**config.mk**
```make
export PLATFORM = sky130hd
export DESIGN_NAME = cmp_ctrl
export DESIGN_NICKNAME = d
export VERILOG_FILES = /design/src/logic/cmp_ctrl_pkg.sv /design/src/logic/cmp_sync2.sv /design/src/logic/cmp_ctrl.sv
export VERILOG_INCLUDE_DIRS = /design/src /design/src/logic
export SDC_FILE = /design/constraint.sdc
export NUM_CORES = 1
export LEC_CHECK = 0
export BUFFER_PORTS_ARGS = -buffer_cell sky130_fd_sc_hd__buf_2
export CAP_MARGIN = 20
export CORE_UTILIZATION = 35
export CTS_CLUSTER_DIAMETER = 100
export DETAILED_ROUTE_END_ITERATION = 10
export PLACE_DENSITY_LB_ADDON = 0.08
export SLEW_MARGIN = 20
export SYNTH_ARGS = -nofsm -noshare
export SYNTH_HDL_FRONTEND = slang
export SYNTH_SLANG_ARGS = --single-unit
```
**constraint.sdc**
```tcl
create_clock -name I_SYS_CLK -period 2.8 [get_ports I_SYS_CLK]
set_input_delay 0.42 -clock I_SYS_CLK [delete_from_list [all_inputs] [get_ports I_SYS_CLK]]
set_output_delay 0.42 -clock I_SYS_CLK [all_outputs]
set_load 0.01 [all_outputs]
```
**src/logic/cmp_ctrl_cfg.svh**
```systemverilog
`ifndef CMP_CTRL_CFG_SVH
`define CMP_CTRL_CFG_SVH
// Printed offsets are register indices; byte address is four times the index
`define CMP_IDX_ONE_CTRL 12'h119
`define CMP_IDX_TWO_AUX 12'h11b
`define CMP_IDX_IRQ_STATUS 12'h120
`define CMP_IDX_IRQ_MASK 12'h121
`define CMP_ONE_ENABLE_BIT 7
`define CMP_ONE_RESULT_BIT 6
`define CMP_ONE_PIN_EN_BIT 5
`define CMP_ONE_INVERT_BIT 4
`define CMP_ONE_SPEED_BIT 3
`define CMP_ONE_REF_BIT 2
`define CMP_ONE_CHAN_LSB 0
`define CMP_MIRROR_ONE_BIT 7
`define CMP_MIRROR_TWO_BIT 6
`define CMP_TWO_SYNC_BIT 0
`define CMP_ONE_CTRL_RESET 8'h00
`define CMP_TWO_AUX_RESET 8'h00
`define CMP_IRQ_MASK_RESET 2'h0
`define CMP_ONE_CTRL_WMASK 8'hbf
`endif

```
**src/logic/cmp_ctrl_pkg.sv**
```systemverilog
package cmp_ctrl_pkg;
    typedef enum logic [1:0] {
        CHAN_AN4 = 2'b00,
        CHAN_AN5 = 2'b01,
        CHAN_AN6 = 2'b10,
        CHAN_AN7 = 2'b11
    } chan_sel_t;
    typedef enum logic [1:0] {
        BUS_IDLE = 2'b00,
        BUS_WRITE = 2'b01,
        BUS_READ = 2'b10
    } bus_phase_t;
endpackage : cmp_ctrl_pkg

```
**src/logic/cmp_sync2.sv**
```systemverilog
`timescale 1ns/10ps
`default_nettype none
module cmp_sync2 #(
    parameter int WIDTH = 1
) (
    input wire logic i_clk,
    input wire logic i_resetn,
    input wire logic [WIDTH-1:0] i_async,
    output logic [WIDTH-1:0] o_sync
);
    logic [WIDTH-1:0] meta_q;

    always_ff @(posedge i_clk or negedge i_resetn) begin
        if (!i_resetn) begin
            meta_q <= '0;
            o_sync <= '0;
        end else begin
            meta_q <= i_async;
            o_sync <= meta_q;
        end
    end
endmodule : cmp_sync2
`default_nettype wire

```
**src/logic/cmp_ctrl.sv**
```systemverilog
`timescale 1ns/10ps
`default_nettype none
`include "cmp_ctrl_cfg.svh"
module cmp_ctrl #(
    parameter int ADDR_W = 12
) (
    input wire logic I_SYS_CLK,
    input wire logic I_RESETN,
    input wire logic I_HSEL,
    input wire logic [31:0] I_HADDR,
    input wire logic [1:0] I_HTRANS,
    input wire logic I_HWRITE,
    input wire logic [2:0] I_HSIZE,
    input wire logic [31:0] I_HWDATA,
    input wire logic I_HREADY,
    output logic [31:0] O_HRDATA,
    output logic O_HREADYOUT,
    output logic O_HRESP,
    input wire logic I_CMP_ONE_RAW,
    input wire logic I_CMP_TWO_RAW,
    input wire logic I_TIMER_ONE_CLK,
    output logic O_CMP_ONE_ENABLE,
    output logic [1:0] O_CMP_ONE_CHANNEL_SELECT,
    output logic O_CMP_ONE_REF_SELECT,
    output logic O_CMP_ONE_SPEED,
    output logic O_CMP_ONE_PIN,
    output logic O_CMP_ONE_PIN_OE,
    output logic O_CMP_TWO_RESULT,
    output logic O_IRQ
);
    // ****************************************
    // Input synchronisers
    // ****************************************
    logic [2:0] raw_s;
    logic one_s;
    logic two_s;
    logic tclk_s;

    cmp_sync2 #(.WIDTH(3)) u_sync (
        .i_clk(I_SYS_CLK),
        .i_resetn(I_RESETN),
        .i_async({I_TIMER_ONE_CLK, I_CMP_TWO_RAW, I_CMP_ONE_RAW}),
        .o_sync(raw_s)
    );
    assign one_s = raw_s[0];
    assign two_s = raw_s[1];
    assign tclk_s = raw_s[2];

    // ****************************************
    // Bus address phase capture
    // ****************************************
    cmp_ctrl_pkg::bus_phase_t phase_q;
    logic [ADDR_W-1:0] idx_q;
    logic [7:0] one_ctrl_q;
    logic sync_sel_q;
    logic [1:0] status_q;
    logic [1:0] mask_q;
    logic res_one_q;
    logic res_two_q;
    logic prev_one_q;
    logic prev_two_q;
    logic tclk_prev_q;
    logic res_one_now;
    logic res_two_next;
    logic [1:0] change_ev;
    logic rd_status;
    logic wr_ctrl;
    logic wr_aux;
    logic wr_mask;

    always_ff @(posedge I_SYS_CLK or negedge I_RESETN) begin
        if (!I_RESETN) begin
            phase_q <= cmp_ctrl_pkg::BUS_IDLE;
            idx_q <= '0;
        end else if (I_HREADY) begin
            if (I_HSEL && I_HTRANS[1]) begin
                phase_q <= I_HWRITE ? cmp_ctrl_pkg::BUS_WRITE : cmp_ctrl_pkg::BUS_READ;
                idx_q <= I_HADDR[ADDR_W+1:2];
            end else begin
                phase_q <= cmp_ctrl_pkg::BUS_IDLE;
            end
        end
    end

    // Zero wait states, always OKAY
    always_ff @(posedge I_SYS_CLK or negedge I_RESETN) begin
        if (!I_RESETN) begin
            O_HREADYOUT <= 1'b0;
            O_HRESP <= 1'b0;
        end else begin
            O_HREADYOUT <= 1'b1;
            O_HRESP <= 1'b0;
        end
    end

    assign wr_ctrl = (phase_q == cmp_ctrl_pkg::BUS_WRITE) && (idx_q == ADDR_W'(`CMP_IDX_ONE_CTRL));
    assign wr_aux = (phase_q == cmp_ctrl_pkg::BUS_WRITE) && (idx_q == ADDR_W'(`CMP_IDX_TWO_AUX));
    assign wr_mask = (phase_q == cmp_ctrl_pkg::BUS_WRITE) && (idx_q == ADDR_W'(`CMP_IDX_IRQ_MASK));
    assign rd_status = (phase_q == cmp_ctrl_pkg::BUS_READ) && (idx_q == ADDR_W'(`CMP_IDX_IRQ_STATUS));

    // ****************************************
    // Control registers
    // ****************************************
    always_ff @(posedge I_SYS_CLK or negedge I_RESETN) begin
        if (!I_RESETN) begin
            one_ctrl_q <= `CMP_ONE_CTRL_RESET;
        end else if (wr_ctrl) begin
            // Result flag position is masked off so writes cannot touch it
            one_ctrl_q <= I_HWDATA[7:0] & `CMP_ONE_CTRL_WMASK;
        end
    end

    always_ff @(posedge I_SYS_CLK or negedge I_RESETN) begin
        if (!I_RESETN) begin
            sync_sel_q <= 1'(`CMP_TWO_AUX_RESET >> `CMP_TWO_SYNC_BIT);
        end else if (wr_aux) begin
            sync_sel_q <= I_HWDATA[`CMP_TWO_SYNC_BIT];
        end
    end

    always_ff @(posedge I_SYS_CLK or negedge I_RESETN) begin
        if (!I_RESETN) begin
            mask_q <= `CMP_IRQ_MASK_RESET;
        end else if (wr_mask) begin
            mask_q <= I_HWDATA[1:0];
        end
    end

    // ****************************************
    // Comparator results
    // ****************************************
    // Disabled comparator reads as zero rather than a stale result
    always_comb begin
        res_one_now = 1'b0;
        if (one_ctrl_q[`CMP_ONE_ENABLE_BIT]) begin
            res_one_now = one_s ^ one_ctrl_q[`CMP_ONE_INVERT_BIT];
        end
    end

    // One system clock stands in for the instruction cycle
    always_ff @(posedge I_SYS_CLK or negedge I_RESETN) begin
        if (!I_RESETN) begin
            res_one_q <= 1'b0;
        end else begin
            res_one_q <= res_one_now;
        end
    end

    always_comb begin
        res_two_next = res_two_q;
        if (!sync_sel_q) begin
            res_two_next = two_s;
        end else if (tclk_prev_q && !tclk_s) begin
            res_two_next = two_s;
        end
    end

    always_ff @(posedge I_SYS_CLK or negedge I_RESETN) begin
        if (!I_RESETN) begin
            res_two_q <= 1'b0;
            tclk_prev_q <= 1'b0;
        end else begin
            res_two_q <= res_two_next;
            tclk_prev_q <= tclk_s;
        end
    end

    // ****************************************
    // Analog steering and pin drive
    // ****************************************
    always_ff @(posedge I_SYS_CLK or negedge I_RESETN) begin
        if (!I_RESETN) begin
            O_CMP_ONE_ENABLE <= 1'b0;
            O_CMP_ONE_CHANNEL_SELECT <= cmp_ctrl_pkg::CHAN_AN4;
            O_CMP_ONE_REF_SELECT <= 1'b0;
            O_CMP_ONE_SPEED <= 1'b0;
        end else begin
            O_CMP_ONE_ENABLE <= one_ctrl_q[`CMP_ONE_ENABLE_BIT];
            O_CMP_ONE_CHANNEL_SELECT <= one_ctrl_q[`CMP_ONE_CHAN_LSB+:2];
            O_CMP_ONE_REF_SELECT <= one_ctrl_q[`CMP_ONE_REF_BIT];
            O_CMP_ONE_SPEED <= one_ctrl_q[`CMP_ONE_SPEED_BIT];
        end
    end

    // Pin follows the unlatched result; the two synchroniser stages and the output flop are the only delay
    always_ff @(posedge I_SYS_CLK or negedge I_RESETN) begin
        if (!I_RESETN) begin
            O_CMP_ONE_PIN <= 1'b0;
            O_CMP_ONE_PIN_OE <= 1'b0;
            O_CMP_TWO_RESULT <= 1'b0;
        end else begin
            O_CMP_ONE_PIN <= res_one_now;
            O_CMP_ONE_PIN_OE <= one_ctrl_q[`CMP_ONE_PIN_EN_BIT];
            O_CMP_TWO_RESULT <= res_two_next;
        end
    end

    // ****************************************
    // Change flags and interrupt
    // ****************************************
    always_ff @(posedge I_SYS_CLK or negedge I_RESETN) begin
        if (!I_RESETN) begin
            prev_one_q <= 1'b0;
            prev_two_q <= 1'b0;
        end else begin
            prev_one_q <= res_one_q;
            prev_two_q <= res_two_q;
        end
    end

    // Pin enable is deliberately absent from the event terms
    assign change_ev = {res_two_q ^ prev_two_q, res_one_q ^ prev_one_q};

    // Read clears, but a same-cycle event survives
    always_ff @(posedge I_SYS_CLK or negedge I_RESETN) begin
        if (!I_RESETN) begin
            status_q <= 2'h0;
        end else begin
            status_q <= (rd_status ? 2'h0 : status_q) | change_ev;
        end
    end

    always_ff @(posedge I_SYS_CLK or negedge I_RESETN) begin
        if (!I_RESETN) begin
            O_IRQ <= 1'b0;
        end else begin
            O_IRQ <= |(((rd_status ? 2'h0 : status_q) | change_ev) & mask_q);
        end
    end

    // ****************************************
    // Read data
    // ****************************************
    always_ff @(posedge I_SYS_CLK or negedge I_RESETN) begin
        if (!I_RESETN) begin
            O_HRDATA <= 32'h0;
        end else begin
            O_HRDATA <= 32'h0;
            if (I_HREADY && I_HSEL && I_HTRANS[1] && !I_HWRITE) begin
                case (I_HADDR[ADDR_W+1:2])
                    ADDR_W'(`CMP_IDX_ONE_CTRL): begin
                        O_HRDATA[7:0] <= one_ctrl_q;
                        O_HRDATA[`CMP_ONE_RESULT_BIT] <= res_one_q;
                    end
                    ADDR_W'(`CMP_IDX_TWO_AUX): begin
                        // Bits 5:1 stay zero
                        O_HRDATA[`CMP_MIRROR_ONE_BIT] <= res_one_q;
                        O_HRDATA[`CMP_MIRROR_TWO_BIT] <= res_two_q;
                        O_HRDATA[`CMP_TWO_SYNC_BIT] <= sync_sel_q;
                    end
                    ADDR_W'(`CMP_IDX_IRQ_STATUS): O_HRDATA[1:0] <= status_q;
                    ADDR_W'(`CMP_IDX_IRQ_MASK): O_HRDATA[1:0] <= mask_q;
                    default: O_HRDATA <= 32'h0;
                endcase
            end
        end
    end
endmodule : cmp_ctrl
`default_nettype wire

```
; ---- Word level (Yosys, flattened, before mapping)
; Index checks and enable logic that the tools add are counted.
[word_totals]
word_cells = 61
inputBits = 77
register_bits = 53
[classes]
muxes = 11
eq_ne = 11
reduce_logical = 13
bitwise = 5
[ops]
columns = cell, count
row1 = $eq 12x9->1 const B, 8
row2 = $logic_and 1x1->1, 9
row3 = $mux 8, 1
row4 = $mux 2, 3
row5 = $mux 4, 1
row6 = $pmux 1 s4, 1
row7 = $pmux 2 s2, 1
row8 = $mux 1, 3
row9 = $pmux 1 s3, 1
row10 = $xor 1x1->1, 3
row11 = $and 2x2->2, 1
row12 = $eq 2x1->1 const B, 1
row13 = $eq 2x2->1 const B, 1
row14 = $logic_not 1->1, 2
row15 = $ne 2x1->1 const B, 1
row16 = $or 2x2->2, 1
row17 = $reduce_and 2->1, 1
row18 = $reduce_or 2->1, 1

; ---- Logic depth before layout (Yosys ltp)
; Gate-level depths: netlist of the first run.
[logic_depth]
depth_word = 6
mapped_depth = 4

; ---- Hierarchy
; A second synthesis of the first run with hierarchy kept.
[unflattened]
cells_unflattened = 156
area_unflattened_um2 = 2213.4
[modules_own_cells]
columns = module, instances, area_per_inst_um2, cells_per_inst
row1 = cmp_ctrl, 1, 2063.2, 150
row2 = cmp_sync2, 1, 150.1, 6

; ---- Worst setup path before layout of the first run
; No wires, ideal clock.
[synth_timing]
path_kind = reg2reg
startpoint = register idx_q[7]
endpoint = register one_ctrl_q[0]
required_ps = 2675
path_buffers = 0
stages_incl_launch_ff = 4
slack_ps = 1452
arrival_ps = 1223
setup_ps = 125
path_cell_list = dfrtp_1 > nor4b_4 > nand4_4 > mux2_2
[synth_between]
elab_chain_len = 2
[synth_lines]
columns = element, line_no
row1 = "start, declared", cmp_ctrl.sv:53  ; logic [ADDR_W-1:0] idx_q;
row2 = "start signal, assigned", cmp_ctrl.sv:78  ; idx_q <= I_HADDR[ADDR_W+1:2];
row3 = $eq 12x9->1, cmp_ctrl.sv:96  ; assign wr_ctrl = (phase_q == cmp_ctrl_pkg::BUS_WRITE) && (idx_q == ADDR_W'(`CMP_IDX_ONE_CTRL));
row4 = $logic_and 1x1->1, cmp_ctrl.sv:96
row5 = "end signal, assigned", cmp_ctrl.sv:106  ; one_ctrl_q <= `CMP_ONE_CTRL_RESET;
row6 = "end signal, assigned", cmp_ctrl.sv:109  ; one_ctrl_q <= I_HWDATA[7:0] & `CMP_ONE_CTRL_WMASK;
row7 = "end, declared", cmp_ctrl.sv:54  ; logic [7:0] one_ctrl_q;
; Every way passes these cells.
; A chain may end at the register's enable or synchronous reset.

; ---- Final worst setup path of the first run
[layout_timing]
startpoint = register idx_q[3]
endpoint = register mask_q[1]
[layout_between]
elab_chain_len = 2
[layout_lines]
columns = element, line_no
row1 = $eq 12x9->1, cmp_ctrl.sv:98  ; assign wr_mask = (phase_q == cmp_ctrl_pkg::BUS_WRITE) && (idx_q == ADDR_W'(`CMP_IDX_IRQ_MASK));
row2 = $logic_and 1x1->1, cmp_ctrl.sv:98
row3 = "end signal, assigned", cmp_ctrl.sv:123  ; mask_q <= `CMP_IRQ_MASK_RESET;
row4 = "end signal, assigned", cmp_ctrl.sv:125  ; mask_q <= I_HWDATA[1:0];
row5 = "end, declared", cmp_ctrl.sv:57  ; logic [1:0] mask_q;
; Every way passes these cells.

==> results.txt, run 1 <==
Hold_buf cts -> 0
Critical path cell sequence -> nor4b_1 > nand4_1 > mux2_2
Relative slew slack -> 50.64%
Final setup fails -> 0
Total GRT Usage -> 14.16%
Setup bufs post-CTS -> 0
Total power -> 1.455 mW
Post-synth EDFFs -> 0
Max_cap viols -> 0
Worst Path Max Fanout -> 3
Synth Warn # -> 0
Yosys reg bits -> 53
Final period util -> 54.81%
Max-slew violations -> 0
Async set-reset flop share out of synthesis -> 100.0%
Largest net degree at the start of global routing -> 54
Peak Freq -> 0.6516 GHz
Clock latency at the later pin of the worst-skew pair -> 300 ps
CP max stage cell -> nor4b_1
Post-DR wirelength/cell -> 14.80 um
Synthesized instance count -> 160
Detailed Route Iter0 Violations -> 55
Outcome -> completed
WL final -> 4217 um
Fill cell total of the finished layout -> 590
Die H -> 81.55 um
Total global routing overflow -> 0
Row count -> 28
Setup crit start kind -> register
Half-perimeter wire length after placement -> 3051 um
Static Leak -> 1.219 nW
Slew @ Worst Pin -> 738.3 ps
I/O Pins -> 120
Count leader, synth -> dfrtp_1
Area contributors post-synth -> dfrtp_1 (60%), mux2_2 (13%), buf_4 (8.5%), nor4b_1 (2.4%), inv_1 (1.2%)
Vias -> 1,326
Nets -> 286
Final worst path period need -> 1535 ps
Initial antenna violation count -> 0
RSZ-0062 raised after global routing -> false
Clock Skews -> 6.759 ps
Cts repair resizes -> 0
Drt pass-1 iters -> 4
Dpl cells -> 277
Clock sinks -> 53
Clock buffer depth -> 2
Reg clk slew, reported paths -> 100 ps
Synth cell count leaders -> dfrtp_1 (53), buf_4 (25), mux2_2 (25), inv_1 (7), nor4b_1 (6)
Residual DRC -> 0
CP peak stage delay -> 450 ps
Hold Path Class -> primary input to register
Vias/cell -> 4.653
WP data required -> 2990 ps
CTS tree -> done
First-pass GRT wire length -> 6817 um
CTS root buffer -> clkbuf_8
Syn Area/Cell -> 13.84 um^2
Die Area -> 6650 um^2
Setup TNS -> 0 ps
Share of the synthesized area in the top cell type -> 59.89%
Post-route insts no fill -> 285
Largest area contributor in the netlist -> dfrtp_1
Final hold vios -> 0
Total core area -> 6026 um^2
Chip Width -> 81.55 um
Post-synthesis sequential area ratio -> 59.89%
Yosys cell types -> 34
Initial Util -> 36.75%
Setup ws final -> 1265 ps
Crit Path Class -> register to register
Global placement routability congestion -> 0.6916
Top FF cell, synth -> dfrtp_1
Pwr/cell area -> 577.2 nW/um^2
Post-synthesis cell area -> 2215 um^2
Max IR drop VDD -> 0.2116 mV
Dpl ws -> 1021 ps
# diodes -> 0
Post-route ant nets -> 0
Vias in the first global route -> 1,339
Crit path DAT -> 1730 ps
Layout cell share with drive strength beyond 1 -> 40.48%
TritonCTS Buffers -> 5
P&R area growth vs syn -> 13.84%
IO buf count -> 45
Worst setup EP type -> register
H-tree levels -> 2
metal layers:
metal | track usage [%] | up-vias | share of wire (%)
li1 | - | 608 | -
met1 | 18.39 | 671 | 44
met3 | 4.556 | 6 | 6.1
met4 | 4.286 | 0 | 1.1
met5 | 0 | - | 0
met2 | 22.42 | 41 | 49
final cells by class:
type / instances / area, um^2 / area share (%)
clock buffers: 5 / 68.82 / 2.730
clock inverters: 3 / 22.52 / 0.8933
inverters: 7 / 26.28 / 1.042
multi-input cells: 96 / 750.7 / 29.78
flip-flops and latches: 53 / 1326 / 52.61
well taps: 75 / 93.84 / 3.722
repair buffers: 46 / 232.7 / 9.231
power by group:
group          total, mW  switching (mW)  leakage (nW)  internal [mW]
logic              0.165          0.0858         0.534         0.0790
registers          0.864          0.0416         0.637          0.823
clock network      0.426           0.249        0.0481          0.178
flip-flops by register name, indices dropped and copies added (netlist names), 2 cells and up:
signal,cells
O_CMP_ONE_CHANNEL_SELECT,2
O_HRDATA,8
idx_q,12
mask_q,2
one_ctrl_q,7
phase_q,2
status_q,2
u_sync.meta_q,3
u_sync.o_sync,3
critical path: cells and delay by family (launching register included):
| kind | cells | cell delay [ps] |
|---|---|---|
| and+or+nand+nor | 2 | 690 |
| muxes | 1 | 330 |
| DFF | 1 | 400 |
cells in the final DEF, fill, tap and decap left out, types with 3 or more instances in the layout:
cell,Yosys,final
buf_2,2,45
clkbuf_8,0,5
conb_1,2,26
dfrtp_1,53,53
inv_1,7,7
mux2_2,25,25
nand4_1,3,3
nor3_1,3,3
nor4b_1,6,6
o21ai_0,4,4
path summary, 6_finish.rpt:
check / endpoint / depth (start not counted) / startpoint / slack, ps
setup / recovery: mask_q[1]$_DFFE_PN0P_ / 3 / idx_q[3]$_DFFE_PN0P_ / 1270
hold / removal: u_sync.meta_q[0]$_DFF_PN0_ / 1 / I_CMP_ONE_RAW / 210
setup reg to reg: mask_q[1]$_DFFE_PN0P_ / 3 / idx_q[3]$_DFFE_PN0P_ / 1270
hold reg to reg: u_sync.o_sync[0]$_DFF_PN0_ / 0 / u_sync.meta_q[0]$_DFF_PN0_ / 360
max in group asynchronous: O_HRDATA[2]$_DFF_PN0_ / 2 / I_RESETN / 2120
min in group asynchronous: O_CMP_ONE_CHANNEL_SELECT[1]$_DFF_PN0_ / 2 / I_RESETN / 230
stage by stage:
step	util [%]	area, um^2	hold slack, ps
global placement	40.32	2430	335.0
finish	41.84	2521	213.9
detailed placement	40.32	2430	340.3
CTS	41.84	2521	200.4
global route	41.84	2521	184.7
floorplan	-	2305	124.4
cell families (layout without fill, tap and decap cells):
logic type | count (synthesis) | in the layout | synth area share (%)
other | 2 | 26 | 0.3391
and+or+nand+nor | 29 | 29 | 11.30
muxes | 27 | 27 | 13.62
xor gates and xnor gates | 3 | 3 | 1.187
AOI/OAI and AO/OA | 11 | 11 | 3.390
buffers and inverters | 35 | 61 | 10.28
DFF | 53 | 53 | 59.89
No activity file was read; power rests on OpenSTA's default activity.
==> inputs of run 2 (changes only) <==
==> constraint.sdc (replaced) <==
create_clock -name I_SYS_CLK -period 1.3 [get_ports I_SYS_CLK]
set_input_delay 0.195 -clock I_SYS_CLK [delete_from_list [all_inputs] [get_ports I_SYS_CLK]]
set_output_delay 0.195 -clock I_SYS_CLK [all_outputs]
set_load 0.01 [all_outputs]
==> results.txt, run 2 (synthesis gave the netlist of run 1 again) <==
CTS tree -> done
Vias -> 1,368
TritonCTS Buffers -> 5
Max IR drop VDD -> 0.4760 mV
Initial Util -> 36.75%
Nets -> 302
Setup TNS -> -1671 ps
Row count -> 28
Final setup fails -> 13
Drt pass-1 iters -> 4
Max-slew violations -> 0
Max_cap viols -> 0
Final period util -> 113.6%
WP data required -> 1490 ps
First-pass GRT wire length -> 6851 um
Setup ws final -> -177.3 ps
Clock sinks -> 53
CTS root buffer -> clkbuf_8
Largest net degree at the start of global routing -> 54
Vias in the first global route -> 1,430
Failing checks -> setup timing
Most common cell after layout, fill and taps aside -> dfrtp_1
H-tree levels -> 2
Die H -> 81.55 um
Dpl cells -> 289
Critical path cell sequence -> nor4b_4 > nand4_4 > mux2_2
Total core area -> 6026 um^2
Critical path's top delay family -> simple AND/OR/NAND/NOR gates
Commonest cells after routing, fill and taps aside -> dfrtp_1 (53), buf_2 (45), conb_1 (26)
Setup bufs post-CTS -> 0
Die Area -> 6650 um^2
Worst Path Max Fanout -> 7
Global placement routability congestion -> 0.7130
Chip Width -> 81.55 um
Detailed Route Iter0 Violations -> 62
CP bufs+invs -> 0
Post-DP Area -> 2545 um^2
Total GRT Usage -> 14.23%
Vias/cell -> 4.545
CP max stage cell -> dfrtp_1
Clock buffer depth -> 2
Total global routing overflow -> 0
Post-route insts no fill -> 301
Clock Skews -> 4.345 ps
Crit Path Class -> register to register
Post-route ant nets -> 0
I/O Pins -> 120
Initial antenna violation count -> 0
Finished layout cell area -> 2674 um^2
P&R area growth vs syn -> 20.73%
Half-perimeter wire length after placement -> 3137 um
Max reg flops -> 12
Setup crit start kind -> register
Layout cell share with drive strength beyond 1 -> 42.92%
Dpl ws -> -206.6 ps
CP peak stage delay -> 410 ps
Final worst path period need -> 1477 ps
Final hold vios -> 0
Crit path DAT -> 1670 ps
Hold Path Class -> primary input to register
WL final -> 4281 um
IO buf count -> 45
Post-DR wirelength/cell -> 14.22 um
Static Leak -> 1.303 nW
Reg clk slew, reported paths -> 90 ps
Pwr/cell area -> 1181 nW/um^2
# diodes -> 0
Clock latency at the later pin of the worst-skew pair -> 300 ps
Most flop-heavy register -> idx_q
Largest regs -> idx_q (12), O_HRDATA (8), one_ctrl_q (7)
RSZ-0062 raised after global routing -> true
Residual DRC -> 0
Outcome -> finished with violations
Worst setup EP type -> register
Peak Freq -> 0.6769 GHz
## run 2: cell types whose count changed in the layout (fill, tap and decap cells not counted), sizes merged
cell	change
dlygate4sd3	+4
clkinv	-1
clkbuf	+1
buf	+12
## run 2: final cells by class
| cell class | instances | area (um^2) |
|---|---|---|
| Multi-Input combinational cell | 96 | 757.0 |
| Inverter | 7 | 26.28 |
| Clock buffer | 6 | 72.57 |
| Clock inverter | 2 | 10.01 |
| Tap cell | 75 | 93.84 |
| Timing Repair Buffer | 62 | 387.9 |
| Fill cell | 577 | 3352 |
| Sequential cell | 53 | 1326 |
## run 2: stage by stage
| step | util (%) | hold slack [ps] | power, mW |
|---|---|---|---|
| CTS | 44.37 | 120.0 | 3.195 |
| global route | 44.37 | 109.0 | 3.323 |
| floorplan | - | -100.6 | 2.153 |
| detailed placement | 42.23 | 211.3 | 2.303 |
| global placement | 42.23 | 208.3 | 2.292 |
| finish | 44.37 | 123.0 | 3.158 |
## run 2: per-layer routing
layer / part of all wire, % / wire (um) / global-route usage (%)
met3: 6.4 / 272 / 4.778
met4: 1.3 / 54 / 5.357
met5: 0 / 0 / 0
met2: 48 / 2072 / 22.25
met1: 44 / 1881 / 18.20
## run 2: worst paths after layout
path	from	cells after the start	end	slack [ps]
max in group asynchronous	I_RESETN	3	one_ctrl_q[1]$_DFFE_PN0P_	660
min	I_HWDATA[2]	2	one_ctrl_q[2]$_DFFE_PN0P_	120
min reg2reg	u_sync.meta_q[0]$_DFF_PN0_	0	u_sync.o_sync[0]$_DFF_PN0_	350
max reg2reg	idx_q[7]$_DFFE_PN0P_	3	one_ctrl_q[5]$_DFFE_PN0P_	-180
max	idx_q[7]$_DFFE_PN0P_	3	one_ctrl_q[5]$_DFFE_PN0P_	-180
min in group asynchronous	I_RESETN	3	O_IRQ$_DFF_PN0_	400
## run 2: worst register-to-register path: stages (launching register included)
cell and delay (ps):
dfrtp_1 410, nor4b_4 400, nand4_4 230, mux2_2 330
## run 2: what timing repair did
action                                  4_1_cts  5_1_grt
endpoints found under the setup margin       13       13
cloned                                        0        0
endpoints found under the hold margin        56        0
resized for setup                             1        0
pin swaps                                     0        1
hold buffers                                  4        0
## run 2: power breakdown
group	total [mW]	internal [mW]	switching, mW
combinational	0.420	0.221	0.199
clock	0.878	0.374	0.504
sequential	1.86	1.77	0.0881
total	3.16	2.37	0.791
==> inputs of run 3 (changes only) <==
--- a/config.mk
+++ b/config.mk
@@ -12,6 +12,7 @@
 export CTS_CLUSTER_DIAMETER = 100
 export DETAILED_ROUTE_END_ITERATION = 10
 export PLACE_DENSITY_LB_ADDON = 0.08
+export REMOVE_ABC_BUFFERS = 1
 export SLEW_MARGIN = 20
 export SYNTH_ARGS = -nofsm -noshare
 export SYNTH_HDL_FRONTEND = slang
==> results.txt, run 3 (synthesis gave the netlist of run 1 again) <==
Logic depth of the worst setup path including buffers -> 4
IO buf count -> 45
Setup ws final -> -202.2 ps
Max_cap viols -> 0
Vias/cell -> 4.533
Worst hold stages -> 2
Initial Util -> 36.75%
Worst R2R Start -> idx_q[7]$_DFFE_PN0P_
Static Leak -> 1.316 nW
Largest regs -> idx_q (12), O_HRDATA (8), one_ctrl_q (7)
Post-route ant nets -> 0
CTS root buffer -> clkbuf_8
Crit path DAT -> 1700 ps
Switching Fraction -> 25.14%
Final period util -> 115.6%
H-tree levels -> 2
Dpl cells -> 289
Clock Skews -> 8.001 ps
Crit Path Class -> register to register
Half-perimeter wire length after placement -> 3083 um
Global placement routability congestion -> 0.7636
Hold slack final -> 117.7 ps
RSZ-0062 raised after global routing -> true
Die H -> 81.55 um
Total GRT Usage -> 13.61%
Clock latency at the later pin of the worst-skew pair -> 300 ps
Commonest cells after routing, fill and taps aside -> dfrtp_1 (53), buf_2 (45), conb_1 (26)
Total global routing overflow -> 0
Vias in the first global route -> 1,435
Max reg flops -> 12
Setup TNS -> -1824 ps
I/O Pins -> 120
Worst R2R Setup Slack -> -200 ps
Post-route insts no fill -> 302
Worst setup EP type -> register
Initial antenna violation count -> 0
Post-DR wirelength/cell -> 13.88 um
Critical path's top delay family -> simple AND/OR/NAND/NOR gates
Setup crit start kind -> register
CP bufs+invs -> 1
Row count -> 28
Critical path cell sequence -> nor4b_4 > buf_4 > nand4_1 > mux2_2
Final Util -> 44.79%
Combinational share of power -> 13.0%
First-pass GRT wire length -> 6534 um
Max IR drop VDD -> 0.7048 mV
Reg2reg end -> sync_sel_q$_DFFE_PN0P_
Largest net degree at the start of global routing -> 54
Clock buffer depth -> 2
Clock sinks -> 53
Vias -> 1,369
Final worst path period need -> 1502 ps
Most flop-heavy register -> idx_q
Cells on worst reg2reg path -> 4
Chip Width -> 81.55 um
Clock share of power -> 29.9%
CP max stage cell -> dfrtp_1
Nets -> 303
Peak Freq -> 0.6657 GHz
Detailed Route Iter0 Violations -> 60
Max-slew violations -> 0
Worst Path Max Fanout -> 4
Most common cell after layout, fill and taps aside -> dfrtp_1
Final hold vios -> 0
Final setup fails -> 13
Failing checks -> setup timing
Int Pwr -> 2.438 mW
Total core area -> 6026 um^2
# diodes -> 0
TritonCTS Buffers -> 5
WL final -> 4193 um
Drt pass-1 iters -> 4
CP peak stage delay -> 410 ps
CTS tree -> done
Hold Path Class -> primary input to register
Flop pwr share -> 57.1%
WP data required -> 1500 ps
Hold Path End -> one_ctrl_q[4]$_DFFE_PN0P_
Startpoint of the worst hold path -> I_HWDATA[4]
Pwr/cell area -> 1207 nW/um^2
Switch Pwr -> 818.7 uW
Die Area -> 6650 um^2
Residual DRC -> 0
Outcome -> finished with violations
Layout cell share with drive strength beyond 1 -> 43.61%
Reg clk slew, reported paths -> 90 ps
P&R area growth vs syn -> 21.86%
## run 3: metal layers
metal  track usage [%]  vias up  part of all wire [%]  wire (um)
met4             4.821        0                   1.0         42
met2             22.67       54                    49       2047
li1                  -      644                     -          -
met1             17.34      667                    45       1881
met3             3.000        4                   5.3        221
met5                 0        -                     0          0
## run 3: power by group through the flow
stage,Clock (mW),Combinational [mW],Sequential [mW]
after floorplan,0,0.207,1.88
after global placement,0,0.402,1.89
after detailed placement,0,0.412,1.89
after CTS,1.02,0.424,1.86
after global routing,1.09,0.469,1.88
final,0.973,0.423,1.86
## run 3: how the worst max path moves through the flow
stage                              start                         to  slack (ps)
finish              idx_q[7]$_DFFE_PN0P_     sync_sel_q$_DFFE_PN0P_        -200
CTS                 idx_q[7]$_DFFE_PN0P_  one_ctrl_q[5]$_DFFE_PN0P_        -200
floorplan           idx_q[7]$_DFFE_PN0P_  one_ctrl_q[0]$_DFFE_PN0P_         -50
global route        idx_q[7]$_DFFE_PN0P_  one_ctrl_q[5]$_DFFE_PN0P_        -260
detailed placement           I_HADDR[11]      O_HRDATA[5]$_DFF_PN0_        -200
global placement    idx_q[2]$_DFFE_PN0P_      mask_q[0]$_DFFE_PN0P_        -200
## run 3: cell type report
class,instances,area (um^2)
clock buffers,6,82.58
multi-input cells,96,757.0
well taps,75,93.84
repair buffers,63,395.4
inverters,7,26.28
flip-flops and latches,53,1326
clock inverters,2,17.52
fillers,572,3327
## run 3: through the flow
stage	worst slack [ps]	area [um^2]	total power, mW
finish	-202.2	2699	3.257
global route	-262.8	2699	3.438
CTS	-202.6	2691	3.303
detailed placement	-195.1	2545	2.304
global placement	-196.9	2545	2.289
floorplan	-47.97	2103	2.089
## run 3: what timing repair did
| action | in CTS | in global routing |
|---|---|---|
| gates resized for setup | 1 | 0 |
| hold endpoints to repair | 56 | 0 |
| hold buffers | 4 | 0 |
| pin swaps | 2 | 1 |
| buffers inserted | 0 | 1 |
| setup endpoints to repair | 13 | 13 |
